<file path="src/core/prsc_pkg.sv">
// Constants and types for the run/stop and scan supervision block
package prsc_pkg;
  // ---------------------------------------------------------------
  // Input points and run-input selection
  // ---------------------------------------------------------------
  localparam int NUM_POINTS = 16;
  localparam int SEL_W = 4;
  localparam logic [SEL_W-1:0] RUN_SEL_FIRST = 4'h0;
  localparam logic [SEL_W-1:0] RUN_SEL_LAST = 4'hF;
  localparam logic [SEL_W-1:0] RUN_SEL_RST = 4'h0;
  // ---------------------------------------------------------------
  // Timing
  // ---------------------------------------------------------------
  localparam int unsigned CLK_PERIOD_NS = 10;
  localparam int unsigned MS_NS = 1000000;
  localparam int unsigned MS_CYCLES_DEF = MS_NS / CLK_PERIOD_NS;
  localparam int TICK_W = 24;
  localparam logic [TICK_W-1:0] TICK_ZERO = 24'h000000;
  localparam logic [TICK_W-1:0] TICK_ONE = 24'h000001;
  // ---------------------------------------------------------------
  // Scan time in milliseconds
  // ---------------------------------------------------------------
  localparam int SCAN_W = 16;
  localparam logic [SCAN_W-1:0] SCAN_ZERO = 16'h0000;
  localparam logic [SCAN_W-1:0] SCAN_ONE = 16'h0001;
  localparam logic [SCAN_W-1:0] SCAN_FULL = 16'hFFFF;
  localparam logic [SCAN_W-1:0] SCAN_MIN_RST = 16'hFFFF;
  localparam logic [NUM_POINTS-1:0] OUT_OFF = 16'h0000;
  // ---------------------------------------------------------------
  // Scan sequencer states
  // ---------------------------------------------------------------
  typedef enum logic [1:0] {
    PRSC_STOP = 2'b00,
    PRSC_EXEC = 2'b01,
    PRSC_PAD = 2'b10
  } prsc_state_t;
endpackage

</file>
<file path="src/core/prsc_ctrl.sv">
// Run/stop arbitration, output gating and fixed scan supervision
//
// Behaviour
// - Hold flag keeps run outputs after stop
// - Inhibit flag forces all outputs off
// - Run pin pulse enters run mode
// - Stop pin pulse enters stop mode
// - Run input selectable among all sixteen points
// - Run input choice applies after power-up only
// - Simultaneous run and stop: stop wins
// - Mode switch to run while stopped runs
// - Stop command overrides mode switch run position
// - Forced run mode plus request enters run
// - Forced stop request during forced run stops
// - Switch at run still honours remote stops
// - Tool run/stop commands switch the mode
// - Fixed scan: scan lasts at least set ms
// - Early finish idles then restarts step zero
// - Scan time display includes idle padding
// - Step inhibit blocks step state transfer
// - Active step outputs keep working when inhibited
`timescale 1ns/1ps
module prsc_ctrl
  import prsc_pkg::*;
#(
  parameter int unsigned MS_CYCLES = MS_CYCLES_DEF
)
(
  input wire logic clock,
  input wire logic rst_n,
  input wire logic clk_en,
  input wire logic [NUM_POINTS-1:0] input_points,
  input wire logic stop_switch_pin,
  input wire logic mode_switch_run_pin,
  input wire logic [SEL_W-1:0] run_input_sel_cfg,
  input wire logic tool_run_cmd,
  input wire logic tool_stop_cmd,
  input wire logic forced_run_mode_flag,
  input wire logic forced_run_request_flag,
  input wire logic forced_stop_request_flag,
  input wire logic output_hold_on_stop_flag,
  input wire logic global_output_inhibit_flag,
  input wire logic fixed_scan_enable_flag,
  input wire logic [SCAN_W-1:0] fixed_scan_time_register,
  input wire logic step_transfer_inhibit_flag,
  input wire logic step_transfer_req,
  input wire logic scan_done,
  input wire logic [NUM_POINTS-1:0] image_outputs,
  output logic run_monitor_flag,
  output logic scan_start,
  output logic [NUM_POINTS-1:0] output_pins,
  output logic step_transfer_grant,
  output logic step_output_enable,
  output logic [SCAN_W-1:0] scan_time_now,
  output logic [SCAN_W-1:0] scan_time_min,
  output logic [SCAN_W-1:0] scan_time_max
);

  // ---------------------------------------------------------------
  // Pin synchronisers
  // ---------------------------------------------------------------
  logic [NUM_POINTS-1:0] pt_meta;
  logic [NUM_POINTS-1:0] pt_sync;
  logic [1:0] sw_meta;
  logic [1:0] sw_sync;

  always_ff @(posedge clock or negedge rst_n)
  begin
    if (!rst_n)
    begin
      pt_meta <= OUT_OFF;
      pt_sync <= OUT_OFF;
      sw_meta <= 2'h0;
      sw_sync <= 2'h0;
    end
    else if (clk_en)
    begin
      pt_meta <= input_points;
      pt_sync <= pt_meta;
      sw_meta <= {mode_switch_run_pin, stop_switch_pin};
      sw_sync <= sw_meta;
    end
  end

  // ---------------------------------------------------------------
  // Run input selection, caught once after reset release
  // ---------------------------------------------------------------
  // Reset stands in for power cycling; later writes are ignored
  logic [SEL_W-1:0] run_sel;
  logic sel_captured;
  logic [SEL_W-1:0] next_run_sel;
  logic next_sel_captured;

  always_comb
  begin
    next_run_sel = run_sel;
    next_sel_captured = sel_captured;
    if (!sel_captured)
    begin
      next_run_sel = run_input_sel_cfg;
      next_sel_captured = 1'b1;
    end
  end

  always_ff @(posedge clock or negedge rst_n)
  begin
    if (!rst_n)
    begin
      run_sel <= RUN_SEL_RST;
      sel_captured <= 1'b0;
    end
    else if (clk_en)
    begin
      run_sel <= next_run_sel;
      sel_captured <= next_sel_captured;
    end
  end

  // ---------------------------------------------------------------
  // Request edge detection
  // ---------------------------------------------------------------
  logic prev_run_pt;
  logic prev_stop_sw;
  logic prev_mode_sw;
  logic prev_frc_run;
  logic prev_frc_stop;
  logic run_pt;
  logic frc_run;
  logic run_evt;
  logic stop_evt;

  assign run_pt = pt_sync[run_sel];
  assign frc_run = forced_run_mode_flag & forced_run_request_flag;
  // Pin and forced-flag requests are one-shots: a held button fires once; tool commands act while high
  assign run_evt = (run_pt & ~prev_run_pt)
    | (sw_sync[1] & ~prev_mode_sw)
    | tool_run_cmd
    | (frc_run & ~prev_frc_run);
  assign stop_evt = (sw_sync[0] & ~prev_stop_sw)
    | tool_stop_cmd
    | (forced_stop_request_flag & ~prev_frc_stop);

  always_ff @(posedge clock or negedge rst_n)
  begin
    if (!rst_n)
    begin
      prev_run_pt <= 1'b0;
      prev_stop_sw <= 1'b0;
      prev_mode_sw <= 1'b0;
      prev_frc_run <= 1'b0;
      prev_frc_stop <= 1'b0;
    end
    else if (clk_en)
    begin
      prev_run_pt <= run_pt;
      prev_stop_sw <= sw_sync[0];
      prev_mode_sw <= sw_sync[1];
      prev_frc_run <= frc_run;
      prev_frc_stop <= forced_stop_request_flag;
    end
  end

  // ---------------------------------------------------------------
  // Scan sequencer and mode
  // ---------------------------------------------------------------
  prsc_state_t state;
  prsc_state_t next_state;
  logic pend_run;
  logic pend_stop;
  logic [TICK_W-1:0] tick_cnt;
  logic [SCAN_W-1:0] ms_cnt;
  logic next_pend_run;
  logic next_pend_stop;
  logic [TICK_W-1:0] next_tick_cnt;
  logic [SCAN_W-1:0] next_ms_cnt;
  logic next_run;
  logic next_scan_start;
  logic [SCAN_W-1:0] next_now;
  logic [SCAN_W-1:0] next_min;
  logic [SCAN_W-1:0] next_max;
  logic boundary;

  always_comb
  begin
    next_state = state;
    next_run = run_monitor_flag;
    next_scan_start = 1'b0;
    next_now = scan_time_now;
    next_min = scan_time_min;
    next_max = scan_time_max;
    // Stop set wins over clear: a stop request in a boundary cycle counts
    next_pend_run = pend_run | run_evt;
    next_pend_stop = pend_stop | stop_evt;
    next_tick_cnt = tick_cnt + TICK_ONE;
    next_ms_cnt = ms_cnt;
    boundary = 1'b0;
    if (tick_cnt == TICK_W'(MS_CYCLES - 1))
    begin
      next_tick_cnt = TICK_ZERO;
      if (ms_cnt != SCAN_FULL)
      begin
        next_ms_cnt = ms_cnt + SCAN_ONE;
      end
    end
    unique case (state)
      PRSC_STOP:
      begin
        next_tick_cnt = TICK_ZERO;
        next_ms_cnt = SCAN_ZERO;
        if (next_pend_stop)
        begin
          next_pend_stop = 1'b0;
          next_pend_run = 1'b0;
        end
        else if (next_pend_run)
        begin
          next_pend_run = 1'b0;
          next_run = 1'b1;
          next_scan_start = 1'b1;
          next_state = PRSC_EXEC;
        end
      end
      PRSC_EXEC:
      begin
        if (scan_done)
        begin
          if (fixed_scan_enable_flag && ms_cnt < fixed_scan_time_register)
          begin
            next_state = PRSC_PAD;
          end
          else
          begin
            boundary = 1'b1;
          end
        end
      end
      PRSC_PAD:
      begin
        if (!fixed_scan_enable_flag || ms_cnt >= fixed_scan_time_register)
        begin
          boundary = 1'b1;
        end
      end
      default:
      begin
        next_state = PRSC_STOP;
        next_run = 1'b0;
      end
    endcase
    if (boundary)
    begin
      // Display holds execution plus idle padding
      next_now = ms_cnt;
      if (ms_cnt < scan_time_min)
      begin
        next_min = ms_cnt;
      end
      if (ms_cnt > scan_time_max)
      begin
        next_max = ms_cnt;
      end
      next_tick_cnt = TICK_ZERO;
      next_ms_cnt = SCAN_ZERO;
      next_pend_run = 1'b0;
      if (next_pend_stop)
      begin
        next_pend_stop = 1'b0;
        next_run = 1'b0;
        next_state = PRSC_STOP;
      end
      else
      begin
        next_scan_start = 1'b1;
        next_state = PRSC_EXEC;
      end
    end
  end

  always_ff @(posedge clock or negedge rst_n)
  begin
    if (!rst_n)
    begin
      state <= PRSC_STOP;
      run_monitor_flag <= 1'b0;
      scan_start <= 1'b0;
      pend_run <= 1'b0;
      pend_stop <= 1'b0;
      tick_cnt <= TICK_ZERO;
      ms_cnt <= SCAN_ZERO;
      scan_time_now <= SCAN_ZERO;
      scan_time_min <= SCAN_MIN_RST;
      scan_time_max <= SCAN_ZERO;
    end
    else if (clk_en)
    begin
      state <= next_state;
      run_monitor_flag <= next_run;
      scan_start <= next_scan_start;
      pend_run <= next_pend_run;
      pend_stop <= next_pend_stop;
      tick_cnt <= next_tick_cnt;
      ms_cnt <= next_ms_cnt;
      scan_time_now <= next_now;
      scan_time_min <= next_min;
      scan_time_max <= next_max;
    end
  end

  // ---------------------------------------------------------------
  // Output memory and step transfer gating
  // ---------------------------------------------------------------
  logic [NUM_POINTS-1:0] next_pins;
  logic next_grant;
  logic next_step_en;

  always_comb
  begin
    if (global_output_inhibit_flag)
    begin
      next_pins = OUT_OFF;
    end
    else if (run_monitor_flag)
    begin
      next_pins = image_outputs;
    end
    else if (output_hold_on_stop_flag)
    begin
      next_pins = output_pins;
    end
    else
    begin
      next_pins = OUT_OFF;
    end
    next_grant = run_monitor_flag & step_transfer_req & ~step_transfer_inhibit_flag;
    // Active step keeps driving its outputs
    next_step_en = run_monitor_flag;
  end

  always_ff @(posedge clock or negedge rst_n)
  begin
    if (!rst_n)
    begin
      output_pins <= OUT_OFF;
      step_transfer_grant <= 1'b0;
      step_output_enable <= 1'b0;
    end
    else if (clk_en)
    begin
      output_pins <= next_pins;
      step_transfer_grant <= next_grant;
      step_output_enable <= next_step_en;
    end
  end
endmodule

</file>
<file path="config.mk">
export PLATFORM = sky130hd
export DESIGN_NAME = prsc_ctrl
export DESIGN_NICKNAME = d
export VERILOG_FILES = /design/src/core/prsc_pkg.sv /design/src/core/prsc_ctrl.sv
export SDC_FILE = /design/constraint.sdc
export NUM_CORES = 1
export LEC_CHECK = 0
export BUFFER_PORTS_ARGS = -buffer_cell sky130_fd_sc_hd__buf_2
export CAP_MARGIN = 20
export CORE_MARGIN = 4
export CORE_UTILIZATION = 61
export CTS_CLUSTER_DIAMETER = 100
export DETAILED_ROUTE_END_ITERATION = 16
export PLACE_DENSITY = 0.85
export SKIP_CTS_REPAIR_TIMING = 1
export SLEW_MARGIN = 20
export SYNTH_ARGS = -nofsm -noshare
export SYNTH_HDL_FRONTEND = slang
export SYNTH_SLANG_ARGS = --single-unit
</file>
<file path="constraint.sdc">
create_clock -name clock -period 7.3 [get_ports clock]
set_input_delay 0.365 -clock clock [delete_from_list [all_inputs] [get_ports clock]]
set_output_delay 0.365 -clock clock [all_outputs]
set_load 0.1 [all_outputs]
</file>
# --- After elaboration in Yosys (flattened, before gate mapping) ---
# Index checks and enable logic that the tools add are counted.
# W data, S select, Z words.
totals:
  in_bits: 68
  mem_bits_rw: 0
  regBits: 158
  rom_bits: 0
  out_inout_bits: 68
  n_memories: 0
  latchBits: 0
op_classes:
  mux: 37
  n_mul: 0
  bitwise_logic: 22
  order_cmp: 5
  add_sub_neg: 2
  n_eq_ne: 10
  n_reduce_logical: 14
  div_mod_pow: 0
  n_shift: 0
op_table:
  columns: ["cell", "n"]
  rows:
  - ["$mux W16", 7]
  - ["$mux W24", 3]
  - ["$lt A16 B16 Y1", 2]
  - ["$add A24 B1 Y24 const B", 1]
  - ["$eq A24 B17 Y1 const B", 1]
  - ["$mux W1", 18]
  - ["$add A16 B1 Y16 const B", 1]
  - ["$ge A16 B16 Y1", 1]
  - ["$gt A16 B16 Y1", 1]
  - ["$ne A16 B16 Y1 const B", 1]
  - ["$ne A3 B3 Y1 const B", 4]
  - ["$mux W2", 5]
  - ["$reduce_and A3 Y1", 3]
  - ["$and A1 B1 Y1", 8]
  - ["$not A1 Y1", 7]
  - ["$or A1 B1 Y1", 7]
  - ["$pmux W2 S3", 1]
  - ["$reduce_and A2 Y1", 3]
  - ["$reduce_and A6 Y1", 1]
  - ["$reduce_bool A3 Y1", 2]
  - ["$lt A4 B5 Y1 const B", 1]
  - ["$bmux W1 S4", 1]
  - ["$pmux W1 S2", 2]
  - ["$ne A3 B1 Y1 const B", 1]
  - ["8 further kinds", 8]

# --- Depth between registers and ports, before layout ---
# Gate-level depths: netlist of the first run.
depth:
  depth_word: 12
  depth_mapped: 11
  ltp_nobuf: 9

# --- Worst setup path before layout of the first run ---
# No wires, ideal clock.
synth_timing:
  path_type: "register to register"
  start: "register scan_time_max[2]"
  end: "register scan_time_max[10]"
  setup_slack_ns: 4.314
  t_arrival_ns: 2.857
  stages_incl_launch_ff: 12
  t_required_ns: 7.172
  path_buffers: 2
  setup_time_ns: 0.128
  synth_period_minus_slack_ns: 2.986
  cell_sequence: "dfrtp_1 inv_1 ha_1 a21oi_1 o221ai_1 o2111ai_1 a21oi_1 or3_1 and3_1 buf_4 buf_6 mux2_1"
synth_between:
  elab_chain_cells: 2
synth_lines:
  columns: ["item", "line", "source"]
  rows:
  - ["start: declaration", "prsc_ctrl.sv:56", "output logic [SCAN_W-1:0] scan_time_max"]
  - ["start signal: assignment", "prsc_ctrl.sv:305", "scan_time_max <= next_max;"]
  - ["$gt A16 B16 Y1", "prsc_ctrl.sv:258", "if (ms_cnt > scan_time_max)"]
  - ["$reduce_and A3 Y1 (no source line)", null, null]
# Every way passes these cells.
# A chain may end at the register's enable or synchronous reset.

# --- Worst setup path in the final report of the first run ---
layout_timing:
  start: "register ms_cnt[9]"
  end: "register scan_time_max[6]"
layout_between:
  elab_chain_cells: 6
  elab_cells_between_ends: 10
  cone_classes: "order compare (3); mux (4); reduce/logical (3)"
layout_lines:
  columns: ["item", "line", "source"]
  rows:
  - ["start: declaration", "prsc_ctrl.sv:171", "logic [SCAN_W-1:0] ms_cnt;"]
  - ["start signal: assignment", "prsc_ctrl.sv:302", "ms_cnt <= next_ms_cnt;"]
  - ["$lt A16 B16 Y1", "prsc_ctrl.sv:227", "if (fixed_scan_enable_flag && ms_cnt < fixed_scan_time_register)"]
  - ["$logic_and A1 B1 Y1", "prsc_ctrl.sv:227", null]
  - ["$mux W1", "prsc_ctrl.sv:227", null]
  - ["$mux W1", "prsc_ctrl.sv:225", "if (scan_done)"]
  - ["$pmux W1 S2", "prsc_ctrl.sv:205", "unique case (state)"]
  - ["$reduce_and A3 Y1 (no source line) (*)", null, null]
# Mark *: on every way between the ends. The rest lies on a longest branch, timed or not.

==> results.json, run 1 <==
{
  "grt_pass1_vias": 6430,
  "post-route-min-period_ns": 4.12,
  "synth_edf_count": 0,
  "power_density_mw_per_mm2": 279,
  "grt_max_degree": 81,
  "clock-sinks": 158,
  "final.setup.worst_slack_ns": 3.18,
  "synth_commonest_cells": "dfrtp_1 (142), mux2_2 (74), nand2_1 (73), inv_1 (61), ha_1 (55)",
  "tightestPinTransition_ns": 1.12,
  "die_h_um": 124,
  "pin_count": 136,
  "antenna_cells": 0,
  "status": "complete, but fails checks",
  "areaGrowthSynthToFinish_pct": 16.5,
  "worstPathRequired_ns": 7.61,
  "routed_wl_um": 18800,
  "pre_cts_ws_ns": 3.20,
  "r2r-end": "scan_time_max[6]$_DFFE_PN0P_",
  "postSynthAreaPerCell_um2": 11.0,
  "vias_per_cell": 5.80,
  "fillCellCount": 920,
  "synthTopCellsByArea": "dfrtp_1 (43%), mux2_2 (10%), ha_1 (8.3%), dfstp_2 (5.1%), nand2_1 (3.3%)",
  "die_w_um": 124,
  "synth_seq_cells": 158,
  "worstSetupStartpointType": "flop",
  "leakage_nw": 4.69,
  "violations": "negative hold slack",
  "grt_use_met2_pct": 41.8,
  "core_mm2": 0.0132,
  "yosys.area.top_type": "dfrtp_1",
  "drt-initial-drc-count": 495,
  "max_cap_viol_count": 0,
  "fin_tns_setup_ns": 0,
  "start_util_pct": 62.3,
  "ys_types": 67,
  "vias": 6210,
  "drtAntennaViolNets": 0,
  "clock_latency_ns": 0.43,
  "antenna_found_initial": 0,
  "drive_gt1_share_pct": 31.1,
  "arrival_ns": 4.43,
  "vdd_ir_drop_max_mv": 0.212,
  "synth_warnings": 0,
  "fmax_mhz": 243,
  "firstDrtPassIters": 6,
  "switching_share_pct": 38.3,
  "grt_pass1_wl_um": 31600,
  "synth_nets": 873,
  "gp_congestion": 0.881,
  "cts.path.max_buffers": 2,
  "hold_class": "in2async",
  "clock_power_share_pct": 31.6,
  "clk_pin_slew_ns": 0.06,
  "seq_power_share_pct": 38.8,
  "grt.busiest_layer": "met2",
  "finalClockSkew_ns": 0.0122,
  "gr-usage-all-layers_pct": 25.0,
  "synth.top_cell.area_share_pct": 43.0,
  "use_met1_pct": 32.1,
  "cts_root_buffer": "clkbuf_16",
  "place_hpwl_um": 13100,
  "cts_buffers": 17,
  "async_reset_ff_share_pct": 100,
  "ys.flop_type": "dfrtp_1",
  "syn-cell-area_mm2": 0.00826,
  "slew_headroom_pct": 25.0,
  "finalCritPeriodShare_pct": 56.4,
  "rr_worst_depth": 8,
  "drc": 0,
  "hold_slack_ns": -0.0653,
  "num_rows": 42,
  "report.final.hold_viol_count": 53,
  "power_switching_mw": 1.03,
  "rsz0062_at_grt": "no",
  "critPathKind": "reg2reg",
  "internal_power_mw": 1.65,
  "reg2reg_slack_ns": 3.18,
  "cts_tree": "yes",
  "cp_max_fo": 18,
  "use_met3_pct": 4.72,
  "die-area_mm2": 0.0155,
  "setup_violations": 0,
  "post_drt_wl_per_cell_um": 17.5,
  "slew_violations": 0,
  "reg2reg_from": "ms_cnt[9]$_DFFE_PN0P_",
  "cp-end-kind": "flop",
  "p_comb_share_pct": 29.6,
  "netlist_instances": 750,
  "yosysMostFrequentCell": "dfrtp_1",
  "htree_levels": 4,
  "port_buffers": 135,
  "overflow": 0,
  "final_nets": 1006,
  "yosysSeqAreaShare_pct": 48.1
}
## cell families after synthesis
group | after synthesis | share of synthesized area [%]
and+or+nand+nor | 204 | 12.9
xor gates and xnor gates | 18 | 1.91
AOI/OAI and AO/OA | 120 | 9.18
adders and majority gates | 55 | 8.33
DFF | 158 | 48.1
muxes | 107 | 15.1
buffers and inverters | 88 | 4.44
## critical path, stage by stage (launching register included)
cell      delay (ns)
dfrtp_1         0.51
ha_1            0.37
nand4_1         0.22
nor4_4          0.34
o221ai_2        0.16
o2111a_2        0.32
nor3_4          0.77
and3_1          0.87
mux2_2          0.42
## how the worst max path moves through the flow
stage                                       from                             to  slack [ns]  cells after the start
finish                     ms_cnt[9]$_DFFE_PN0P_   scan_time_max[6]$_DFFE_PN0P_        3.18                      8
global route               ms_cnt[8]$_DFFE_PN0P_   scan_time_min[4]$_DFFE_PN1P_        3.00                      8
floorplan           scan_time_max[2]$_DFFE_PN0P_  scan_time_max[10]$_DFFE_PN0P_        4.31                     11
CTS                        ms_cnt[8]$_DFFE_PN0P_   scan_time_min[4]$_DFFE_PN1P_        3.18                      8
detailed placement         ms_cnt[8]$_DFFE_PN0P_   scan_time_max[0]$_DFFE_PN0P_        3.20                      8
global placement           ms_cnt[9]$_DFFE_PN0P_   scan_time_min[1]$_DFFE_PN1P_        3.29                      8
## metrics by stage
stage / std cells / power, mW / cell area, um2 / hold WS [ns] / utilization (%)
final: 1071 / 2.68 / 9620 / -0.0653 / 72.7
after detailed placement: 1039 / 1.85 / 9050 / 0.439 / 68.4
after global placement: 1039 / 1.83 / 9050 / 0.443 / 68.4
after CTS: 1070 / 2.70 / 9610 / -0.0141 / 72.6
after global routing: 1071 / 2.80 / 9620 / 0.0166 / 72.7
after floorplan: 750 / 1.67 / 8260 / 0.0694 / -
## registers in the layout (all words and copies together), names as in the netlist, 2 cells and up
signal         count
scan_time_now     16
run_sel            4
pt_meta           16
scan_time_max     16
tick_cnt          24
scan_time_min     16
output_pins       16
pt_sync           16
sw_meta            2
state              2
ms_cnt            16
sw_sync            2
## cell usage in the layout (no fill, tap or decap), drive strengths merged, types with 5 or more instances in the layout
master	netlist	routed
and2	6	6
nor3	6	6
clkbuf	16	18
o2bb2ai	5	5
dfstp	16	16
dfrtp	142	142
xor2	12	12
a211oi	6	6
nor4	7	7
ha	55	55
nand4	16	16
mux2	84	84
a21o	7	7
nand2	73	73
nand3	35	35
o21ai	25	25
mux2i	19	19
nor2	20	20
or3	7	7
nor2b	7	7
a21oi	48	48
buf	10	139
xnor2	6	6
and3	8	8
inv	61	67
## layout make-up
| cell class | instances | area, um2 | area share, % |
|---|---|---|---|
| sequential | 158 | 3970 | 41.3 |
| multi-input combinational | 504 | 3920 | 40.7 |
| timing repair buffer | 140 | 719 | 7.48 |
| clock buffer | 17 | 425 | 4.42 |
| inverter | 62 | 233 | 2.42 |
| tap | 176 | 220 | 2.29 |
| clock inverter | 14 | 134 | 1.39 |
## power by group through the flow
stage	sequential, mW	combinational, mW	clock (mW)
after floorplan	1.35	0.320	0
after global placement	1.05	0.774	0
after detailed placement	1.06	0.791	0
after CTS	1.04	0.795	0.860
after global routing	1.05	0.847	0.897
final	1.04	0.793	0.847
## routing by layer
layer	part of all wire (%)	up-vias
li1	-	2940
met1	43	3049
met2	50	176
met3	4.5	45
met4	2.7	0
met5	0	-
Note: power is estimated with default switching activity, not from simulation.
==> inputs of run 2 (changes only) <==
CORE_UTILIZATION = 51   (was 61)
PLACE_DENSITY = 0.76   (was 0.85)
clock period = 3.3 ns   (was 7.3 ns; I/O delays follow)
==> results.json, run 2 (synthesis results as in run 1) <==
{
  "status": "complete, but fails checks",
  "violations": "negative hold slack",
  "die-area_mm2": 0.0183,
  "worstSetupStartpointType": "flop",
  "numPlacedInstances": 1103,
  "top_register": "tick_cnt",
  "num_rows": 46,
  "die_w_um": 135,
  "fmax_mhz": 329,
  "arrival_ns": 3.39,
  "p_comb_share_pct": 30.4,
  "switching_share_pct": 39.3,
  "fin_area_mm2": 0.0103,
  "cts_tree": "yes",
  "tightestPinTransition_ns": 1.06,
  "fillCellCount": 1238,
  "drtAntennaViolNets": 0,
  "slew_violations": 0,
  "pin_count": 136,
  "max_cap_viol_count": 0,
  "vdd_ir_drop_max_mv": 0.397,
  "final_cell_mix": "dfrtp_1 (142), buf_2 (134), mux2_2 (74), nand2_1 (73), inv_1 (61)",
  "cts_root_buffer": "clkbuf_16",
  "leakage_nw": 5.00,
  "cp_max_fo": 14,
  "drt-initial-drc-count": 332,
  "finalCritPeriodShare_pct": 92.2,
  "report.final.hold_viol_count": 1,
  "power_switching_mw": 2.40,
  "finalClockSkew_ns": 0.0120,
  "grt_pass1_vias": 6220,
  "grt_pass1_wl_um": 30300,
  "vias_per_cell": 5.42,
  "clock-sinks": 158,
  "grt_max_degree": 89,
  "clk_pin_slew_ns": 0.07,
  "final_cells": 1174,
  "rsz0062_at_grt": "no",
  "gp_congestion": 0.844,
  "cts_buffers": 17,
  "clock_power_share_pct": 31.9,
  "fin_tns_setup_ns": 0,
  "start_util_pct": 52.0,
  "hold_class": "in2reg",
  "post-route-min-period_ns": 3.04,
  "power_density_mw_per_mm2": 594,
  "drc": 0,
  "setup_violations": 0,
  "firstDrtPassIters": 5,
  "power.total_mw": 6.11,
  "port_buffers": 135,
  "internal_power_mw": 3.71,
  "areaGrowthSynthToFinish_pct": 24.6,
  "seq_power_share_pct": 37.7,
  "cts.path.max_buffers": 2,
  "cp-end-kind": "flop",
  "gr-usage-all-layers_pct": 20.7,
  "clock_latency_ns": 0.43,
  "htree_levels": 4,
  "overflow": 0,
  "vias": 6358,
  "core_mm2": 0.0159,
  "drive_gt1_share_pct": 31.5,
  "critPathKind": "reg2reg",
  "hold_slack_ns": -0.0238,
  "place_hpwl_um": 13400,
  "routed_wl_um": 19100,
  "post_drt_wl_per_cell_um": 16.2,
  "worstPathRequired_ns": 3.64,
  "final_nets": 1068,
  "final_common_cell": "dfrtp_1",
  "antenna_found_initial": 1,
  "post_dp_cell_area_mm2": 0.00930,
  "die_h_um": 135,
  "antenna_cells": 0,
  "slew_headroom_pct": 28.9,
  "largest_register_ffs": 24
}
run 2: final cells by class:
class / instances / area, um2 / share of cell area (%)
sequential: 158 / 3970 / 38.6
multi-input combinational: 504 / 3920 / 38.1
inverter: 62 / 233 / 2.26
clock buffer: 17 / 425 / 4.14
tap: 216 / 270 / 2.63
clock inverter: 15 / 171 / 1.67
timing repair buffer: 202 / 1290 / 12.6
run 2: metal layers:
metal	GRT usage [%]	part of all wire, %
met1	27.9	45
met2	34.1	50
met3	4.16	4.0
met4	5.82	0.94
met5	0	0.037
run 2: path summary, 6_finish.rpt:
path	from	endpoint	slack [ns]	cells past startpoint
max	ms_cnt[15]$_DFFE_PN0P_	scan_time_min[13]$_DFFE_PN1P_	0.26	10
min	image_outputs[9]	output_pins[9]$_DFFE_PN0P_	-0.02	3
max reg2reg	ms_cnt[15]$_DFFE_PN0P_	scan_time_min[13]$_DFFE_PN1P_	0.26	10
min reg2reg	output_pins[7]$_DFFE_PN0P_	output_pins[7]$_DFFE_PN0P_	0.46	2
max in group asynchronous	rst_n	pt_meta[0]$_DFFE_PN0P_	2.05	3
min in group asynchronous	rst_n	scan_time_max[9]$_DFFE_PN0P_	0.37	2
run 2: power groups by stage:
stage | clock network [mW] | logic [mW] | registers, mW
2_1_floorplan | 0 | 0.707 | 2.99
3_3_place_gp | 0 | 1.79 | 2.33
3_5_place_dp | 0 | 1.82 | 2.33
4_1_cts | 1.98 | 1.83 | 2.30
5_1_grt | 2.07 | 1.99 | 2.33
6_report | 1.95 | 1.86 | 2.30
run 2: worst max-delay path: stages, from the launching register on:
cell,delay (ns)
dfrtp_1,0.44
ha_1,0.33
nand4_2,0.17
nor4_4,0.38
o221ai_2,0.17
o2111a_2,0.33
nor3_4,0.25
and4bb_1,0.23
buf_4,0.25
buf_4,0.19
mux2i_1,0.23
run 2: stage by stage:
stage	util, %	setup slack, ns
after floorplan	-	0.314
after global placement	58.5	0.379
after detailed placement	58.5	0.299
after CTS	62.3	0.210
after global routing	64.7	0.0639
final	64.7	0.259
==> inputs of run 3 (changes only) <==
BUFFER_PORTS_ARGS = not set   (was -buffer_cell sky130_fd_sc_hd__buf_2)
CORE_UTILIZATION = 58   (was 51)
DONT_BUFFER_PORTS = 1   (was not set)
MAX_ROUTING_LAYER = met4   (was not set)
clock period = 2.7 ns   (was 3.3 ns; I/O delays follow)
==> results.json, run 3 (synthesis results as in run 1) <==
{
  "status": "complete, but fails checks",
  "violations": "negative hold slack, negative setup slack",
  "slew_headroom_pct": 31.7,
  "cts_root_buffer": "clkbuf_16",
  "cts.path.max_buffers": 2,
  "drive_gt1_share_pct": 29.0,
  "drc": 0,
  "pin_count": 136,
  "critPathKind": "reg2reg",
  "power.total_mw": 7.44,
  "power_density_mw_per_mm2": 722,
  "register_area_mm2": 0.00399,
  "grt_max_degree": 159,
  "vdd_ir_drop_max_mv": 0.547,
  "final_cells": 1065,
  "max_cap_viol_count": 0,
  "clk_pin_slew_ns": 0.06,
  "post_dp_cell_area_mm2": 0.00896,
  "routed_wl_um": 21300,
  "start_util_pct": 59.3,
  "vias_per_cell": 5.97,
  "multi_input_area_mm2": 0.00411,
  "crit_path_cell_trace": "ha_4 -> nand4_4 -> nor4_4 -> o221ai_2 -> o2111a_2 -> nor3_4 -> and4bb_2 -> clkbuf_16 -> mux2_4",
  "post_drt_wl_per_cell_um": 20.0,
  "drtAntennaViolNets": 0,
  "place_hpwl_um": 14000,
  "fmax_mhz": 361,
  "fillCellCount": 907,
  "cts_buffers": 17,
  "finalClockSkew_ns": 0.00712,
  "cp-end-kind": "flop",
  "tightestPinTransition_ns": 1.02,
  "num_rows": 43,
  "finalCritPeriodShare_pct": 103,
  "gr-usage-all-layers_pct": 25.5,
  "numPlacedInstances": 974,
  "port_buffers": 0,
  "slew_violations": 0,
  "rr_worst_depth": 9,
  "hold_class": "in2async",
  "report.final.hold_viol_count": 158,
  "post-route-min-period_ns": 2.77,
  "firstDrtPassIters": 5,
  "leakage_nw": 4.69,
  "final_common_cell": "dfrtp_1",
  "vias": 6360,
  "cp_max_fo": 8,
  "worstPathRequired_ns": 3.06,
  "drt-initial-drc-count": 453,
  "die_h_um": 127,
  "slowest_delay_ns": 0.42,
  "die_w_um": 127,
  "largest_register_ffs": 24,
  "core_mm2": 0.0139,
  "final.setup.worst_slack_ns": -0.0681,
  "arrival_ns": 3.13,
  "slowest_stage": "dfrtp_1",
  "htree_levels": 4,
  "areaGrowthSynthToFinish_pct": 24.8,
  "antenna_cells": 0,
  "clock_latency_ns": 0.43,
  "fin_area_mm2": 0.0103,
  "clock-sinks": 158,
  "final_cell_mix": "dfrtp_1 (126), buf_4 (80), nand2_1 (73), mux2_2 (62), inv_1 (61)",
  "gp_congestion": 0.917,
  "cts_tree": "yes",
  "overflow": 0,
  "worstSetupStartpointType": "flop",
  "top_register": "tick_cnt",
  "grt_pass1_vias": 6329,
  "setup_violations": 21,
  "rsz0062_at_grt": "yes",
  "hold_slack_ns": -0.603,
  "die-area_mm2": 0.0162,
  "final_nets": 996,
  "antenna_found_initial": 0,
  "grt_pass1_wl_um": 31600
}
[run 3: cell count changes in the layout (fill, tap and decap cells not counted), moves of 6 or more]
cell,delta
ha_1,-6
mux2_2,-12
buf_2,-134
buf_4,+53
ha_4,+6
dfrtp_1,-16
mux2_4,+17
dfrtp_2,+16
[run 3: power breakdown]
part	internal [mW]	switching, mW	leakage, nW
clock	1.40	0.954	0.275
sequential	2.63	0.760	1.98
combinational	0.662	1.04	2.44
[run 3: final cells by class]
cell class,instances,area share [%]
inverters,62,2.26
clock inverters,10,1.12
clock buffers,21,4.47
flip-flops and latches,158,38.8
multi-input cells,504,39.8
well taps,180,2.19
repair buffers,130,11.4
[run 3: metal layers]
metal  global-route usage (%)  share of wire [%]
met2                     42.0                 51
met5                        -                  0
met4                     10.5                2.8
met1                     29.9                 40
met3                     6.35                5.7
[run 3: path summary, 6_finish.rpt]
check | from | end | slack [ns]
worst min register to register | sel_captured$_DFFE_PN0P_ | sel_captured$_DFFE_PN0P_ | 0.47
worst max register to register | ms_cnt[15]$_DFFE_PN0P_ | scan_time_min[10]$_DFFE_PN1P_ | -0.07
min in group clock | tool_stop_cmd | run_monitor_flag$_DFFE_PN0P_ | 0.01
max in group asynchronous | rst_n | tick_cnt[10]$_DFFE_PN0P_ | 3.05
worst min-delay path | rst_n | scan_time_max[13]$_DFFE_PN0P_ | -0.60
worst max-delay path | ms_cnt[15]$_DFFE_PN0P_ | scan_time_min[10]$_DFFE_PN1P_ | -0.07
[run 3: stage by stage]
stage          setup TNS (ns)  setup slack, ns  utilization, %
2_1_floorplan          -0.587          -0.0700               -
3_3_place_gp           -0.115          -0.0120            64.3
3_5_place_dp            -1.19          -0.0812            64.3
4_1_cts                 -1.82           -0.110            68.4
5_1_grt                 -2.79           -0.133            74.0
6_report               -0.654          -0.0681            74.0
[run 3: critical path: cells and delay by family (launching register included)]
family	cells	cell delay (ns)
simple gates	4	0.99
compound gates	2	0.46
flops	1	0.42
fa+ha+maj	1	0.31
mux	1	0.31
buf+inv	1	0.20
